File: config.mk
export PLATFORM = sky130hd
export DESIGN_NAME = xcvr_ctrl
export DESIGN_NICKNAME = d
export VERILOG_FILES = /design/src/common/xcvr_pkg.sv /design/src/rtl/crc_step.sv /design/src/rtl/xcvr_ctrl.sv
export VERILOG_INCLUDE_DIRS = /design/src /design/src/common
export SDC_FILE = /design/constraint.sdc
export NUM_CORES = 1
export LEC_CHECK = 0
export BUFFER_PORTS_ARGS = -buffer_cell sky130_fd_sc_hd__buf_2
export CAP_MARGIN = 25
export CORE_MARGIN = 5
export CORE_UTILIZATION = 24
export CTS_CLUSTER_DIAMETER = 30
export DETAILED_ROUTE_END_ITERATION = 6
export PLACE_DENSITY_LB_ADDON = 0.15
export SETUP_SLACK_MARGIN = 0.5
export SYNTH_ARGS = -nofsm -noshare
export SYNTH_HDL_FRONTEND = slang
export SYNTH_HIERARCHICAL = 1
export SYNTH_SLANG_ARGS = --single-unit
File: constraint.sdc
create_clock -name clock_i -period 2.18 [get_ports clock_i]
set_input_delay 0.327 -clock clock_i [delete_from_list [all_inputs] [get_ports clock_i]]
set_output_delay 0.327 -clock clock_i [all_outputs]
set_load 0.005 [all_outputs]
File: src/common/xcvr_consts.svh
`ifndef XCVR_CONSTS_SVH
`define XCVR_CONSTS_SVH

`define ADDR_CTRL      8'h00
`define ADDR_START     8'h04
`define ADDR_END       8'h08
`define ADDR_STATUS    8'h0C
`define ADDR_MASK      8'h10
`define ADDR_STATE     8'h14

`define CTRL_CRC_BIT   0
`define CTRL_SLB_BIT   1
`define CTRL_PLB_BIT   2
`define CTRL_W         3
`define CTRL_RST       3'h0

`define START_RST      8'hFB
`define END_RST        8'hFD

`define EV_RX_ERR      0
`define EV_RX_OK       1
`define EV_TX_SENT     2
`define EV_W           3
`define EV_RST         3'h0

`define LAT_CRC        14
`define LAT_PLAIN      8
`define PIPE_OFS       2

`define CRC_POLY       8'h07
`define CRC_INIT       8'hFF

`define LOCK_CYCLES    16
`define AGE_MAX        5'h1F

`endif

File: src/common/xcvr_pkg.sv
package xcvr_pkg;

   typedef enum logic [1:0] {
      PKT_IDLE = 2'b01,
      PKT_BODY = 2'b10
   } pkt_state_e;

endpackage

File: src/rtl/crc_step.sv
`timescale 1ns/1ps
// One byte of a bitwise CRC update, MSB first
module crc_step #(
   parameter int          W    = 8,
   parameter logic [W-1:0] POLY = 8'h07
) (
   input  wire logic [W-1:0] crc_i,
   input  wire logic [W-1:0] data_i,
   output logic      [W-1:0] crc_o
);

   initial begin
      if (W < 2) begin
         $error("crc_step: width below 2");
      end
   end

   always_comb begin
      logic [W-1:0] c;
      logic         fb;
      c  = crc_i;
      fb = 1'b0;
      for (int i = W - 1; i >= 0; i--) begin
         fb = c[W-1] ^ data_i[i];
         c  = {c[W-2:0], 1'b0} ^ (fb ? POLY : '0);
      end
      crc_o = c;
   end

endmodule // crc_step

File: src/rtl/xcvr_ctrl.sv
`timescale 1ns/1ps
`include "xcvr_consts.svh"
module xcvr_ctrl #(
   parameter int LAT_CRC   = `LAT_CRC,
   parameter int LAT_PLAIN = `LAT_PLAIN
) (
   input  wire logic        clock_i,
   input  wire logic        sys_rst_i,
   input  wire logic        tx_reset_i,
   input  wire logic        rx_reset_i,
   input  wire logic        transceiver_power_down_i,
   input  wire logic        transmit_inhibit_i,
   input  wire logic [7:0]  transmit_word_i,
   input  wire logic        transmit_k_i,
   input  wire logic [8:0]  rx_line_i,
   input  wire logic [7:0]  reg_addr_i,
   input  wire logic [31:0] reg_wdata_i,
   input  wire logic        reg_wr_i,
   input  wire logic        reg_rd_i,
   output logic      [31:0] reg_rdata_o,
   output logic             irq_o,
   output logic      [8:0]  serial_out_positive_o,
   output logic      [8:0]  serial_out_negative_o,
   output logic      [7:0]  rx_word_o,
   output logic             rx_k_o,
   output logic             rx_valid_o,
   output logic             pll_locked_o
);

   localparam int DEPTH = LAT_CRC - 1;
   localparam int TAP_C = LAT_CRC - `PIPE_OFS;
   localparam int TAP_P = LAT_PLAIN - `PIPE_OFS;

   initial begin
      if (LAT_PLAIN < `PIPE_OFS + 3 || LAT_CRC < LAT_PLAIN) begin
         $error("xcvr_ctrl: latency values not supported");
      end
   end

   wire tx_rst = sys_rst_i | tx_reset_i;
   wire rx_rst = sys_rst_i | rx_reset_i;

   logic [`CTRL_W-1:0] ctrl_reg;
   logic [7:0]         start_reg;
   logic [7:0]         end_reg;
   logic [`EV_W-1:0]   status_reg;
   logic [`EV_W-1:0]   status_next;
   logic [`EV_W-1:0]   mask_reg;

   wire crc_en = ctrl_reg[`CTRL_CRC_BIT];
   wire plb    = ctrl_reg[`CTRL_PLB_BIT];
   wire slb    = ctrl_reg[`CTRL_SLB_BIT];

   // Register decode
   wire wr_ctrl   = reg_wr_i && reg_addr_i == `ADDR_CTRL;
   wire wr_start  = reg_wr_i && reg_addr_i == `ADDR_START;
   wire wr_end    = reg_wr_i && reg_addr_i == `ADDR_END;
   wire wr_status = reg_wr_i && reg_addr_i == `ADDR_STATUS;
   wire wr_mask   = reg_wr_i && reg_addr_i == `ADDR_MASK;

   logic tx_pd_reg;
   logic rx_pd_reg;
   // path blocked during and after power-down
   wire  tx_blocked = transceiver_power_down_i | tx_pd_reg;
   wire  rx_blocked = transceiver_power_down_i | rx_pd_reg;

   // Transmit input stage
   wire [8:0] tx_in   = tx_blocked ? 9'h000 : {transmit_k_i, transmit_word_i};
   wire       tx_sop  = tx_in[8] && tx_in[7:0] == start_reg;
   wire       tx_eop  = tx_in[8] && tx_in[7:0] == end_reg;

   xcvr_pkg::pkt_state_e tx_state_reg;
   xcvr_pkg::pkt_state_e tx_state_next;
   logic [7:0] tx_crc_reg;
   logic [7:0] tx_crc_d1_reg;
   logic [7:0] tx_crc_d2_reg;
   logic [7:0] tx_crc_upd;
   logic       tx_par_reg;
   logic       tx_par_d1_reg;
   logic       tx_par_d2_reg;

   wire tx_in_body = tx_state_reg == xcvr_pkg::PKT_BODY;
   wire tx_restart = tx_state_reg == xcvr_pkg::PKT_IDLE && tx_sop;
   wire tx_beat    = tx_in_body && !tx_in[8];
   wire tx_close   = tx_in_body && tx_eop;
   wire tx_insert  = crc_en && tx_close;

   // pad byte brings the packet's ones count to even
   wire [7:0] crc_byte = tx_crc_d2_reg;
   wire [7:0] pad_byte = {7'h00, tx_par_d2_reg ^ (^crc_byte)};

   always_comb begin
      tx_state_next = tx_state_reg;
      case (tx_state_reg)
         xcvr_pkg::PKT_IDLE: begin
            if (tx_sop) begin
               tx_state_next = xcvr_pkg::PKT_BODY;
            end
         end
         xcvr_pkg::PKT_BODY: begin
            if (tx_eop) begin
               tx_state_next = xcvr_pkg::PKT_IDLE;
            end
         end
         default: tx_state_next = xcvr_pkg::PKT_IDLE;
      endcase
   end

   crc_step #(
      .W    (8),
      .POLY (`CRC_POLY)
   ) u_tx_crc (
      .crc_i  (tx_crc_reg),
      .data_i (tx_in[7:0]),
      .crc_o  (tx_crc_upd)
   );

   // transmit state cleared by its own reset
   always_ff @(posedge clock_i) begin
      if (tx_rst) begin
         tx_state_reg <= xcvr_pkg::PKT_IDLE;
      end else begin
         tx_state_reg <= tx_state_next;
      end
   end

   // History keeps the CRC and parity from before the two trailing slots
   always_ff @(posedge clock_i) begin
      if (tx_rst || tx_restart) begin
         tx_crc_reg    <= `CRC_INIT;
         tx_crc_d1_reg <= `CRC_INIT;
         tx_crc_d2_reg <= `CRC_INIT;
         tx_par_reg    <= 1'b0;
         tx_par_d1_reg <= 1'b0;
         tx_par_d2_reg <= 1'b0;
      end else if (tx_beat) begin
         tx_crc_reg    <= tx_crc_upd;
         tx_crc_d1_reg <= tx_crc_reg;
         tx_crc_d2_reg <= tx_crc_d1_reg;
         tx_par_reg    <= tx_par_reg ^ (^tx_in[7:0]);
         tx_par_d1_reg <= tx_par_reg;
         tx_par_d2_reg <= tx_par_d1_reg;
      end
   end

   // Transmit delay line; stages 1 and 2 take the fixed trailer
   logic [8:0] pipe_q    [DEPTH];
   logic [8:0] pipe_next [DEPTH];

   genvar gi;
   generate
      for (gi = 0; gi < DEPTH; gi++) begin : g_pipe
         if (gi == 0) begin : g_in
            assign pipe_next[gi] = tx_in;
         end else if (gi == 1) begin : g_pad
            assign pipe_next[gi] = tx_insert ? {1'b0, pad_byte} : pipe_q[0];
         end else if (gi == 2) begin : g_crc
            assign pipe_next[gi] = tx_insert ? {1'b0, crc_byte} : pipe_q[1];
         end else begin : g_sh
            assign pipe_next[gi] = pipe_q[gi-1];
         end
         always_ff @(posedge clock_i) begin
            if (tx_rst) begin
               pipe_q[gi] <= 9'h000;
            end else begin
               pipe_q[gi] <= pipe_next[gi];
            end
         end
      end
   endgenerate

   // tap picks the latency; switching mode mid-stream repeats or skips words
   wire [8:0] tx_tap = crc_en ? pipe_q[TAP_C] : pipe_q[TAP_P];

   logic [8:0] pos_reg;
   logic [8:0] neg_reg;

   always_ff @(posedge clock_i) begin
      if (tx_rst) begin
         pos_reg <= 9'h000;
         neg_reg <= 9'h1FF;
      end else if (transmit_inhibit_i) begin
         pos_reg <= 9'h000;
         neg_reg <= 9'h000;
      end else begin
         pos_reg <= tx_tap;
         neg_reg <= ~tx_tap;
      end
   end

   // Receive line synchroniser
   logic [8:0] rx_meta_reg;
   logic [8:0] rx_sync_reg;

   always_ff @(posedge clock_i) begin
      if (sys_rst_i) begin
         rx_meta_reg <= 9'h000;
         rx_sync_reg <= 9'h000;
      end else begin
         rx_meta_reg <= rx_line_i;
         rx_sync_reg <= rx_meta_reg;
      end
   end

   // parallel loopback overrides the serial path
   wire [8:0] rx_src = plb ? tx_tap : (slb ? pos_reg : rx_sync_reg);

   logic [8:0] rx_word_reg;
   xcvr_pkg::pkt_state_e rx_state_reg;
   xcvr_pkg::pkt_state_e rx_state_next;
   logic [7:0] rx_crc_reg;
   logic [7:0] rx_crc_d1_reg;
   logic [7:0] rx_crc_d2_reg;
   logic [7:0] rx_crc_upd;
   logic [7:0] rx_b1_reg;
   logic [7:0] rx_b2_reg;
   logic       rx_ok_reg;
   logic       rx_err_reg;
   logic       tx_sent_reg;

   wire rx_sop     = rx_word_reg[8] && rx_word_reg[7:0] == start_reg;
   wire rx_eop     = rx_word_reg[8] && rx_word_reg[7:0] == end_reg;
   wire rx_in_body = rx_state_reg == xcvr_pkg::PKT_BODY;
   wire rx_restart = rx_state_reg == xcvr_pkg::PKT_IDLE && rx_sop;
   wire rx_beat    = rx_in_body && !rx_word_reg[8];
   wire rx_close   = crc_en && rx_in_body && rx_eop;
   // CRC before the trailer against the carried CRC byte
   wire rx_match   = rx_crc_d2_reg == rx_b2_reg;

   always_comb begin
      rx_state_next = rx_state_reg;
      case (rx_state_reg)
         xcvr_pkg::PKT_IDLE: begin
            if (rx_sop) begin
               rx_state_next = xcvr_pkg::PKT_BODY;
            end
         end
         xcvr_pkg::PKT_BODY: begin
            if (rx_eop) begin
               rx_state_next = xcvr_pkg::PKT_IDLE;
            end
         end
         default: rx_state_next = xcvr_pkg::PKT_IDLE;
      endcase
   end

   crc_step #(
      .W    (8),
      .POLY (`CRC_POLY)
   ) u_rx_crc (
      .crc_i  (rx_crc_reg),
      .data_i (rx_word_reg[7:0]),
      .crc_o  (rx_crc_upd)
   );

   // receive state cleared by its own reset
   always_ff @(posedge clock_i) begin
      if (rx_rst) begin
         rx_word_reg  <= 9'h000;
         rx_state_reg <= xcvr_pkg::PKT_IDLE;
         rx_ok_reg    <= 1'b0;
         rx_err_reg   <= 1'b0;
      end else begin
         rx_word_reg  <= rx_src;
         rx_state_reg <= rx_state_next;
         rx_ok_reg    <= rx_close && rx_match;
         rx_err_reg   <= rx_close && !rx_match;
      end
   end

   always_ff @(posedge clock_i) begin
      if (rx_rst || rx_restart) begin
         rx_crc_reg    <= `CRC_INIT;
         rx_crc_d1_reg <= `CRC_INIT;
         rx_crc_d2_reg <= `CRC_INIT;
         rx_b1_reg     <= 8'h00;
         rx_b2_reg     <= 8'h00;
      end else if (rx_beat) begin
         rx_crc_reg    <= rx_crc_upd;
         rx_crc_d1_reg <= rx_crc_reg;
         rx_crc_d2_reg <= rx_crc_d1_reg;
         rx_b1_reg     <= rx_word_reg[7:0];
         rx_b2_reg     <= rx_b1_reg;
      end
   end

   // hold invalid until the path reset after power-down
   always_ff @(posedge clock_i) begin
      if (sys_rst_i) begin
         tx_pd_reg <= 1'b0;
         rx_pd_reg <= 1'b0;
      end else begin
         tx_pd_reg <= transceiver_power_down_i | (tx_pd_reg & ~tx_reset_i);
         rx_pd_reg <= transceiver_power_down_i | (rx_pd_reg & ~rx_reset_i);
      end
   end

   always_ff @(posedge clock_i) begin
      if (rx_rst) begin
         rx_word_o  <= 8'h00;
         rx_k_o     <= 1'b0;
         rx_valid_o <= 1'b0;
      end else begin
         rx_word_o  <= rx_word_reg[7:0];
         rx_k_o     <= rx_word_reg[8];
         rx_valid_o <= !rx_blocked;
      end
   end

   // lock counter sees only the system reset
   logic [4:0] lock_cnt_reg;
   logic       lock_reg;

   always_ff @(posedge clock_i) begin
      if (sys_rst_i) begin
         lock_cnt_reg <= 5'h00;
         lock_reg     <= 1'b0;
      end else if (!lock_reg) begin
         lock_cnt_reg <= lock_cnt_reg + 5'h01;
         lock_reg     <= lock_cnt_reg == 5'(`LOCK_CYCLES - 1);
      end
   end

   // Registers; an event in the clearing cycle stays set
   wire [`EV_W-1:0] events = {tx_sent_reg, rx_ok_reg, rx_err_reg};
   wire [`EV_W-1:0] w1c    = wr_status ? reg_wdata_i[`EV_W-1:0] : '0;
   assign status_next = (status_reg & ~w1c) | events;

   always_ff @(posedge clock_i) begin
      if (sys_rst_i) begin
         ctrl_reg    <= `CTRL_RST;
         start_reg   <= `START_RST;
         end_reg     <= `END_RST;
         status_reg  <= `EV_RST;
         mask_reg    <= `EV_RST;
         tx_sent_reg <= 1'b0;
         irq_o       <= 1'b0;
      end else begin
         if (wr_ctrl) ctrl_reg <= reg_wdata_i[`CTRL_W-1:0];
         if (wr_start) start_reg <= reg_wdata_i[7:0];
         if (wr_end) end_reg <= reg_wdata_i[7:0];
         if (wr_mask) mask_reg <= reg_wdata_i[`EV_W-1:0];
         status_reg  <= status_next;
         tx_sent_reg <= tx_close && !tx_rst;
         irq_o       <= |(status_reg & mask_reg);
      end
   end

   wire [31:0] state_word = {28'h000_0000, transceiver_power_down_i,
                             rx_in_body, tx_in_body, lock_reg};
   wire [31:0] rd_mux =
      reg_addr_i == `ADDR_CTRL   ? {29'h0000_0000, ctrl_reg} :
      reg_addr_i == `ADDR_START  ? {24'h00_0000, start_reg} :
      reg_addr_i == `ADDR_END    ? {24'h00_0000, end_reg} :
      reg_addr_i == `ADDR_STATUS ? {29'h0000_0000, status_reg} :
      reg_addr_i == `ADDR_MASK   ? {29'h0000_0000, mask_reg} :
      reg_addr_i == `ADDR_STATE  ? state_word : 32'h0000_0000;

   always_ff @(posedge clock_i) begin
      if (sys_rst_i) begin
         reg_rdata_o <= 32'h0000_0000;
      end else begin
         reg_rdata_o <= reg_rd_i ? rd_mux : 32'h0000_0000;
      end
   end

   assign serial_out_positive_o = pos_reg;
   assign serial_out_negative_o = neg_reg;
   assign pll_locked_o          = lock_reg;

   // Checks; age counts settled cycles since reset or a mode change
   logic [4:0] age_reg;
   logic       crc_en_d_reg;

   always_ff @(posedge clock_i) begin
      crc_en_d_reg <= crc_en;
      if (tx_rst || crc_en != crc_en_d_reg) begin
         age_reg <= 5'h00;
      end else if (age_reg != `AGE_MAX) begin
         age_reg <= age_reg + 5'h01;
      end
   end
endmodule // xcvr_ctrl

==> results of run 1 <==
[per-layer routing]
metal  GRT usage [%]  vias up  routed length [µm]
met5               0        -                  13
met4            4.80        2                 779
met3            2.90       68                1150
met2            19.8      132               14000
met1            15.0     3817               13500
li1                -     4036                   -
[cells in the mapped netlist, types with 3 or more instances]
cell and number:
sky130_fd_sc_hd__a211o_1 14, sky130_fd_sc_hd__nor2b_1 42, sky130_fd_sc_hd__a21boi_0 4, sky130_fd_sc_hd__xor2_1 34, sky130_fd_sc_hd__buf_1 5, sky130_fd_sc_hd__nand3_1 54
sky130_fd_sc_hd__a22oi_1 7, sky130_fd_sc_hd__nand2_1 149, sky130_fd_sc_hd__inv_1 29, sky130_fd_sc_hd__a21oi_1 39, sky130_fd_sc_hd__and2_1 104, sky130_fd_sc_hd__or3b_1 3
sky130_fd_sc_hd__mux2i_1 19, sky130_fd_sc_hd__nor4_1 6, sky130_fd_sc_hd__o21ai_0 11, sky130_fd_sc_hd__nand4_1 10, sky130_fd_sc_hd__xnor2_1 54, sky130_fd_sc_hd__clkbuf_1 52
sky130_fd_sc_hd__a211oi_1 18, sky130_fd_sc_hd__nand2b_1 12, sky130_fd_sc_hd__nor3_1 8, sky130_fd_sc_hd__buf_4 24, sky130_fd_sc_hd__buf_2 6, sky130_fd_sc_hd__nor2_1 59
sky130_fd_sc_hd__o22ai_1 4, sky130_fd_sc_hd__dfxtp_1 288, sky130_fd_sc_hd__o31ai_1 9, sky130_fd_sc_hd__a31oi_1 3, sky130_fd_sc_hd__and3_1 17
[worst paths after layout]
kind	endpoint	depth (start not counted)	slack [ns]
setup / recovery	pipe_q[0][24]	5	0.1
hold / removal	end_reg[7]	2	0.05
setup reg to reg	pipe_q[0][24]	5	0.1
hold reg to reg	pipe_q[0][59]	1	0.41
[worst max-delay path: cells and delay by family (launching register included)]
family          cells  cell delay (ns)
compound gates      4             1.09
simple gates        1             0.51
flops               1             0.36
[power by group through the flow]
stage	Combinational, mW	Sequential [mW]	Clock [mW]
global route	0.556	5.35	11.6
detailed placement	0.469	5.45	0
finish	0.501	5.35	11.1
CTS	0.499	5.35	11.3
global placement	0.471	5.45	0
floorplan	0.318	5.43	0
[cell families after synthesis]
group,Yosys count,synth area share [%]
compound gates,126,8.34
xor+xnor,89,7.42
fa+ha+maj,2,0.234
buf+inv,117,5.09
flops,288,53.9
mux,20,1.88
other cells,1,0.0351
simple gates,480,23.1
[layout make-up]
cell class                 count  area share (%)
sequential                   288            38.4
multi-input combinational    744            31.9
clock buffer                  91            13.2
timing repair buffer         156            6.96
tap                          592            4.92
clock inverter                39            3.78
inverter                      29           0.723
antenna                        1          0.0166
[per-stage QoR]
step                area (µm²)  hold slack [ns]  std cells  power [mW]  setup TNS [ns]
CTS                      14900           0.0122       1937        17.2               0
floorplan                11000            0.398       1146        5.75               0
detailed placement       12100            0.411       1791        5.91          -0.895
global route             15100           0.0302       1939        17.5               0
finish                   15100           0.0496       1940        16.9               0
global placement         12100            0.408       1791        5.92          -0.516
[what timing repair did]
| item | CTS | global route |
|---|---|---|
| hold buffers | 12 | 0 |
| gates resized for setup | 16 | 31 |
| endpoints found under the setup margin | 88 | 82 |
| setup buffers | 2 | 1 |
| gates cloned | 2 | 1 |
| pin swaps | 2 | 3 |
| hold endpoints to repair | 12 | 0 |
==> results.md, run 1 <==
* Status: finished, final reports clean
* Ordered cell list for the critical path: or4b_1 -> o32a_1 -> a221o_2 -> o31ai_2 -> a21oi_1
* Warnings, synthesis at 6
* Portion of synthesized cell area occupied by the leading cell type at 53.9%
* Cell count after synthesis at 1123
* Primary FF master, synth: sky130_fd_sc_hd__dfxtp_1
* FILL cells at 4561
* Effective utilization at floorplan at 24.2%
* Share of the cycle needed by the critical path after routing at 95.6%
* Clock transition at path regs at 0.05 ns
* Required time of the critical path at 2.62 ns
* Full die area at 48900 µm²
* CTS tree: built
* CTS Buf Count at 72
* Vias in the first global route at 8222
* Maximum clock skew at final layout at 0.0275 ns
* Highest net fanout along the worst path at 8
* Proportion of power drawn by flip-flops and latches at 31.6%
* Worst path slowest cell: sky130_fd_sc_hd__or4b_1
* Placement row count at 77
* TritonCTS Sinks at 288
* Cell area after technology mapping at 10700 µm²
* Multi-input logic area at 4810 µm²
* Final number of max-transition violations at 0
* Area of the core at 44100 µm²
* Number of synthesized flops with an enable pin at 0
* Switching share of power at 20.8%
* Longest Clk Path Bufs at 3
* Die Wd at 221 µm
* Final standard cell utilization of the core at 34.1%
* Avg Synthesized Cell Area at 9.52 µm²
* Register area share after synthesis at 53.9%
* Ports at 128
* Nature of the critical path endpoint: flop
* Die height at 221 µm
* Start-to-end type of the worst setup path: reg2reg
* Place WS at -0.113 ns
* Worst Slack Setup Final at 0.0969 ns
* Global-route wire length before repair at 46700 µm
* Router iterations before antenna repair at 4
* Clock share of power at 65.4%
* Commonest cells after routing, fill and taps aside: 278 x sky130_fd_sc_hd__dfxtp_1, 149 x sky130_fd_sc_hd__nand2_1, 104 x sky130_fd_sc_hd__and2_1, 79 x sky130_fd_sc_hd__buf_2, 73 x sky130_fd_sc_hd__clkbuf_16
* Post-detailed-route count of antenna-violating nets at 0
* DR DRC count at 0
* Endpoint arrival time on the critical path at 2.52 ns
* Layout cell share with drive strength beyond 1 at 25.2%
* Clk_lat worst skew at 0.56 ns
* Number of setup violations in the final report at 0
* Total wire length at 29500 µm
* Wire length per cell after detailed routing at 15.2 µm
* Ys async rst share at 0%
* Number of DRC markers in iteration 0 at 344
* Worst-margin pin slew at 0.658 ns
* Worst hold path type: in2reg
* Leakage power at 6.21 nW
* Port-buffer cells at 79
* Gp weighted congestion at 0.784
* Register bank with the most flops: pipe_q
* Antenna violations before repair at 2
* Register bit total from synthesis at 288
* Total gr overflow at 0
* Detailed-route via count at 8055
* Largest register FFs at 117
* Total power per unit cell area at 1120 nW/µm²
* Critical path startpoint category: flop
* Internal power component at 13.4 mW
* Worst rel slew slack at 56.1%
* Combinational share of power at 3.0%
* Drt via density at 4.15
* Net switching power at 3.52 mW
* Min-Delay Startpoint: reg_wdata_i[7]
* Worst setup path start: tx_pd_reg
* Largest cells by area after synthesis: sky130_fd_sc_hd__dfxtp_1 54%, sky130_fd_sc_hd__and2_1 6.1%, sky130_fd_sc_hd__nand2_1 5.2%, sky130_fd_sc_hd__xnor2_1 4.4%, sky130_fd_sc_hd__xor2_1 2.8%
* Maximum number of pins on one net before global-route repair at 41
* Fmax at 480 MHz
* Minimum period implied by the final worst setup slack at 2.08 ns
* Final-report hold violation count at 0
* Clock Tree Root: sky130_fd_sc_hd__clkbuf_16
* Synthesis-to-layout area growth at 40.8%
* Post-detail-place hpwl at 20200 µm
* Max Cap Violations at 0
* VDD IR max at 0.448 mV
* Aggregate global-route resource usage at 11.9%
* Unrepaired setup endpoints after global routing: yes
* Most common cell after layout, fill and taps aside: sky130_fd_sc_hd__dfxtp_1
* Number of nets at the end of the flow at 1359
* Register Area at 5780 µm²
* Cell taking the most area after synthesis: sky130_fd_sc_hd__dfxtp_1
* Delay contributed by the slowest stage of the critical path at 0.51 ns
* Reg2reg start: tx_pd_reg
* Number of distinct library cells after synthesis at 61
* CTS H-tree depth at 3
No activity file was read; power rests on OpenSTA's default activity.
==> run 2, diff against run 1 <==
--- a/config.mk
+++ b/config.mk
@@ -9,7 +9,7 @@
 export BUFFER_PORTS_ARGS = -buffer_cell sky130_fd_sc_hd__buf_2
 export CAP_MARGIN = 25
 export CORE_MARGIN = 5
-export CORE_UTILIZATION = 24
+export CORE_UTILIZATION = 52
 export CTS_CLUSTER_DIAMETER = 30
 export DETAILED_ROUTE_END_ITERATION = 6
 export PLACE_DENSITY_LB_ADDON = 0.15
==> run 2 against run 1 <==
  * Sequential cell count stayed put
  * Setup slack worse by 0.018 ns
  * Via count is 0.41% higher
  * Hold slack worse by 0.034 ns
  * Highest routed layer is now met4
  * Die area shrank 52%
  * Combinational power shrank 3%
  * Fmax fell by 0.88%
  * Clock skew fell by 0.011 ns
==> results.md, run 2 (synthesis gave the netlist of run 1 again) <==
* Required time of the critical path at 2.62 ns (about the same)
* Unrepaired setup endpoints after global routing: yes (unchanged)
* Switching share of power at 20.5% (was 20.8%)
* Maximum number of pins on one net before global-route repair at 105 (was 41)
* Fmax at 476 MHz (was 480 MHz)
* Longest Clk Path Bufs at 3 (unchanged)
* Minimum period implied by the final worst setup slack at 2.10 ns (was 2.08 ns)
* Net switching power at 2.92 mW (was 3.52 mW)
* Worst hold path type: in2reg (unchanged)
* Final hold slack at 0.0160 ns (was 0.0496 ns)
* Place WS at -0.0628 ns (was -0.113 ns)
* Router iterations before antenna repair at 6 (was 4)
* Post-detailed-route count of antenna-violating nets at 0 (unchanged)
* Worst Slack Setup Final at 0.0784 ns (was 0.0969 ns)
* Largest register FFs at 117 (unchanged)
* Number of setup violations in the final report at 0 (unchanged)
* Commonest cells after routing, fill and taps aside: 283 x sky130_fd_sc_hd__dfxtp_1, 149 x sky130_fd_sc_hd__nand2_1, 104 x sky130_fd_sc_hd__and2_1, 79 x sky130_fd_sc_hd__buf_2, 56 x sky130_fd_sc_hd__nor2_1 (was 278 x sky130_fd_sc_hd__dfxtp_1, 149 x sky130_fd_sc_hd__nand2_1, 104 x sky130_fd_sc_hd__and2_1, 79 x sky130_fd_sc_hd__buf_2, 73 x sky130_fd_sc_hd__clkbuf_16)
* Synthesis-to-layout area growth at 29.5% (was 40.8%)
* DR DRC count at 0 (unchanged)
* Internal power component at 11.3 mW (was 13.4 mW)
* Final number of max-transition violations at 0 (unchanged)
* Area of the core at 20200 µm² (was 44100 µm²)
* Status: finished, final reports clean (unchanged)
* Proportion of power drawn by flip-flops and latches at 37.6% (was 31.6%)
* Combinational share of power at 3.4% (was 3.0%)
* Die Wd at 153 µm (was 221 µm)
* R2R setup slack at 0.08 ns (was 0.1 ns)
* Most common cell after layout, fill and taps aside: sky130_fd_sc_hd__dfxtp_1 (unchanged)
* Inst Count DP at 1455 (was 1791)
* TritonCTS Sinks at 288 (unchanged)
* Number of cell instances on the worst register-to-register path at 6 (was 5)
* Port-buffer cells at 79 (unchanged)
* Start-to-end type of the worst setup path: reg2reg (unchanged)
* CTS H-tree depth at 2 (was 3)
* Reg-to-reg critical path endpoint: pipe_q[0][13] (was pipe_q[0][24])
* Gp weighted congestion at 0.894 (was 0.784)
* Clock share of power at 59.0% (was 65.4%)
* Overall power at 14.2 mW (was 16.9 mW)
* Vias in the first global route at 7892 (was 8222)
* Placement row count at 52 (was 77)
* Nature of the critical path endpoint: flop (unchanged)
* Worst rel slew slack at 49.6% (was 56.1%)
* Post-route design area at 13900 µm² (was 15100 µm²)
* Final-report hold violation count at 0 (unchanged)
* Detailed-route via count at 8088 (was 8055)
* Worst-margin pin slew at 0.755 ns (was 0.658 ns)
* Final standard cell utilization of the core at 68.5% (was 34.1%)
* Aggregate global-route resource usage at 20.7% (was 11.9%)
* Maximum clock skew at final layout at 0.0165 ns (was 0.0275 ns)
* Highest net fanout along the worst path at 6 (was 8)
* Leakage power at 5.79 nW (was 6.21 nW)
* Clock Tree Root: sky130_fd_sc_hd__clkbuf_16 (unchanged)
* Endpoint arrival time on the critical path at 2.54 ns (was 2.52 ns)
* Max Cap Violations at 0 (unchanged)
* Effective utilization at floorplan at 52.8% (was 24.2%)
* Share of the cycle needed by the critical path after routing at 96.4% (was 95.6%)
* Worst setup path start: tx_pd_reg (unchanged)
* Drt via density at 5.16 (was 4.15)
* Die height at 153 µm (was 221 µm)
* Total gr overflow at 0 (unchanged)
* Global-route wire length before repair at 40200 µm (was 46700 µm)
* Ports at 128 (unchanged)
* Clock transition at path regs at 0.05 ns (about the same)
* CTS tree: built (unchanged)
* Total wire length at 25200 µm (was 29500 µm)
* Number of DRC markers in iteration 0 at 523 (was 344)
* Critical path startpoint category: flop (unchanged)
* VDD IR max at 0.743 mV (was 0.448 mV)
* Area post-placement at 11600 µm² (was 12100 µm²)
* Clk_lat worst skew at 0.55 ns (was 0.56 ns)
* Total power per unit cell area at 1030 nW/µm² (was 1120 nW/µm²)
* Post-detail-place hpwl at 16300 µm (was 20200 µm)
* Total negative slack for setup checks at 0 ns (unchanged)
* FILL cells at 1549 (was 4561)
* Layout cell share with drive strength beyond 1 at 23.2% (was 25.2%)
* CTS Buf Count at 52 (was 72)
* Final Non-Filler Cells at 1566 (was 1940)
* Full die area at 23500 µm² (was 48900 µm²)
* Register bank with the most flops: pipe_q (unchanged)
* Critical Path Sink: pipe_q[0][13] (was pipe_q[0][24])
* Number of nets at the end of the flow at 1324 (was 1359)
* Reg2reg start: tx_pd_reg (unchanged)
* Antenna violations before repair at 1 (was 2)
* Wire length per cell after detailed routing at 16.1 µm (was 15.2 µm)
## run 2: cell types whose count changed in the layout (fill, tap and decap cells not counted), moves of 5 or more
cell / before / now
sky130_fd_sc_hd__dfxtp_1: 278 / 283
sky130_fd_sc_hd__clkbuf_16: 73 / 52
sky130_fd_sc_hd__dlygate4sd3_1: 12 / 5
sky130_fd_sc_hd__buf_4: 58 / 46
## run 2: worst min path at each step
stage | startpoint | endpoint | slack [ns] | depth (start not counted)
finish | rx_line_i[4] | rx_meta_reg[4] | 0.02 | 2
global route | rx_line_i[4] | rx_meta_reg[4] | 0.01 | 2
CTS | rx_line_i[4] | rx_meta_reg[4] | 0.007 | 2
detailed placement | pipe_q[0][50] | pipe_q[0][59] | 0.41 | 1
global placement | pipe_q[0][35] | pipe_q[0][44] | 0.41 | 1
floorplan | rx_pd_reg | rx_valid_o | 0.40 | 1
## run 2: cell type report
cell class / count / area, µm² / share of cell area (%)
sequential: 288 / 5770 / 41.7
multi-input combinational: 744 / 4820 / 34.8
clock buffer: 63 / 1410 / 10.2
timing repair buffer: 141 / 941 / 6.79
clock inverter: 30 / 452 / 3.26
tap: 270 / 338 / 2.44
inverter: 29 / 109 / 0.786
antenna: 1 / 2.50 / 0.0181
## run 2: critical path, stage by stage, from the launching register on
cell                       delay (ns)
sky130_fd_sc_hd__dfxtp_4         0.37
sky130_fd_sc_hd__or3b_4          0.39
sky130_fd_sc_hd__a2111o_1        0.45
sky130_fd_sc_hd__a221oi_4        0.28
sky130_fd_sc_hd__buf_6           0.17
sky130_fd_sc_hd__nand3_4         0.12
sky130_fd_sc_hd__and3_4          0.20
## run 2: what timing repair did
| action | CTS | global route |
|---|---|---|
| endpoints found under the setup margin | 66 | 79 |
| cloned | 3 | 1 |
| resized for setup | 29 | 22 |
| hold buffers | 5 | 0 |
| endpoints found under the hold margin | 5 | 0 |
| buffers inserted | 4 | 4 |
| pin swaps | 8 | 7 |
## run 2: per-layer routing
| metal | wire length (µm) | track usage (%) | up-vias |
|---|---|---|---|
| li1 | - | - | 3944 |
| met1 | 10700 | 26.4 | 3812 |
| met2 | 12200 | 34.9 | 270 |
| met3 | 1670 | 4.33 | 62 |
| met4 | 635 | 7.65 | 0 |
| met5 | 0 | 0 | - |
## run 2: power by group through the flow
stage / Sequential [mW] / Clock (mW) / Combinational, mW
after floorplan: 5.43 / 0 / 0.318
after global placement: 5.44 / 0 / 0.439
after detailed placement: 5.44 / 0 / 0.442
after CTS: 5.34 / 8.51 / 0.472
after global routing: 5.34 / 8.79 / 0.527
final: 5.34 / 8.39 / 0.487
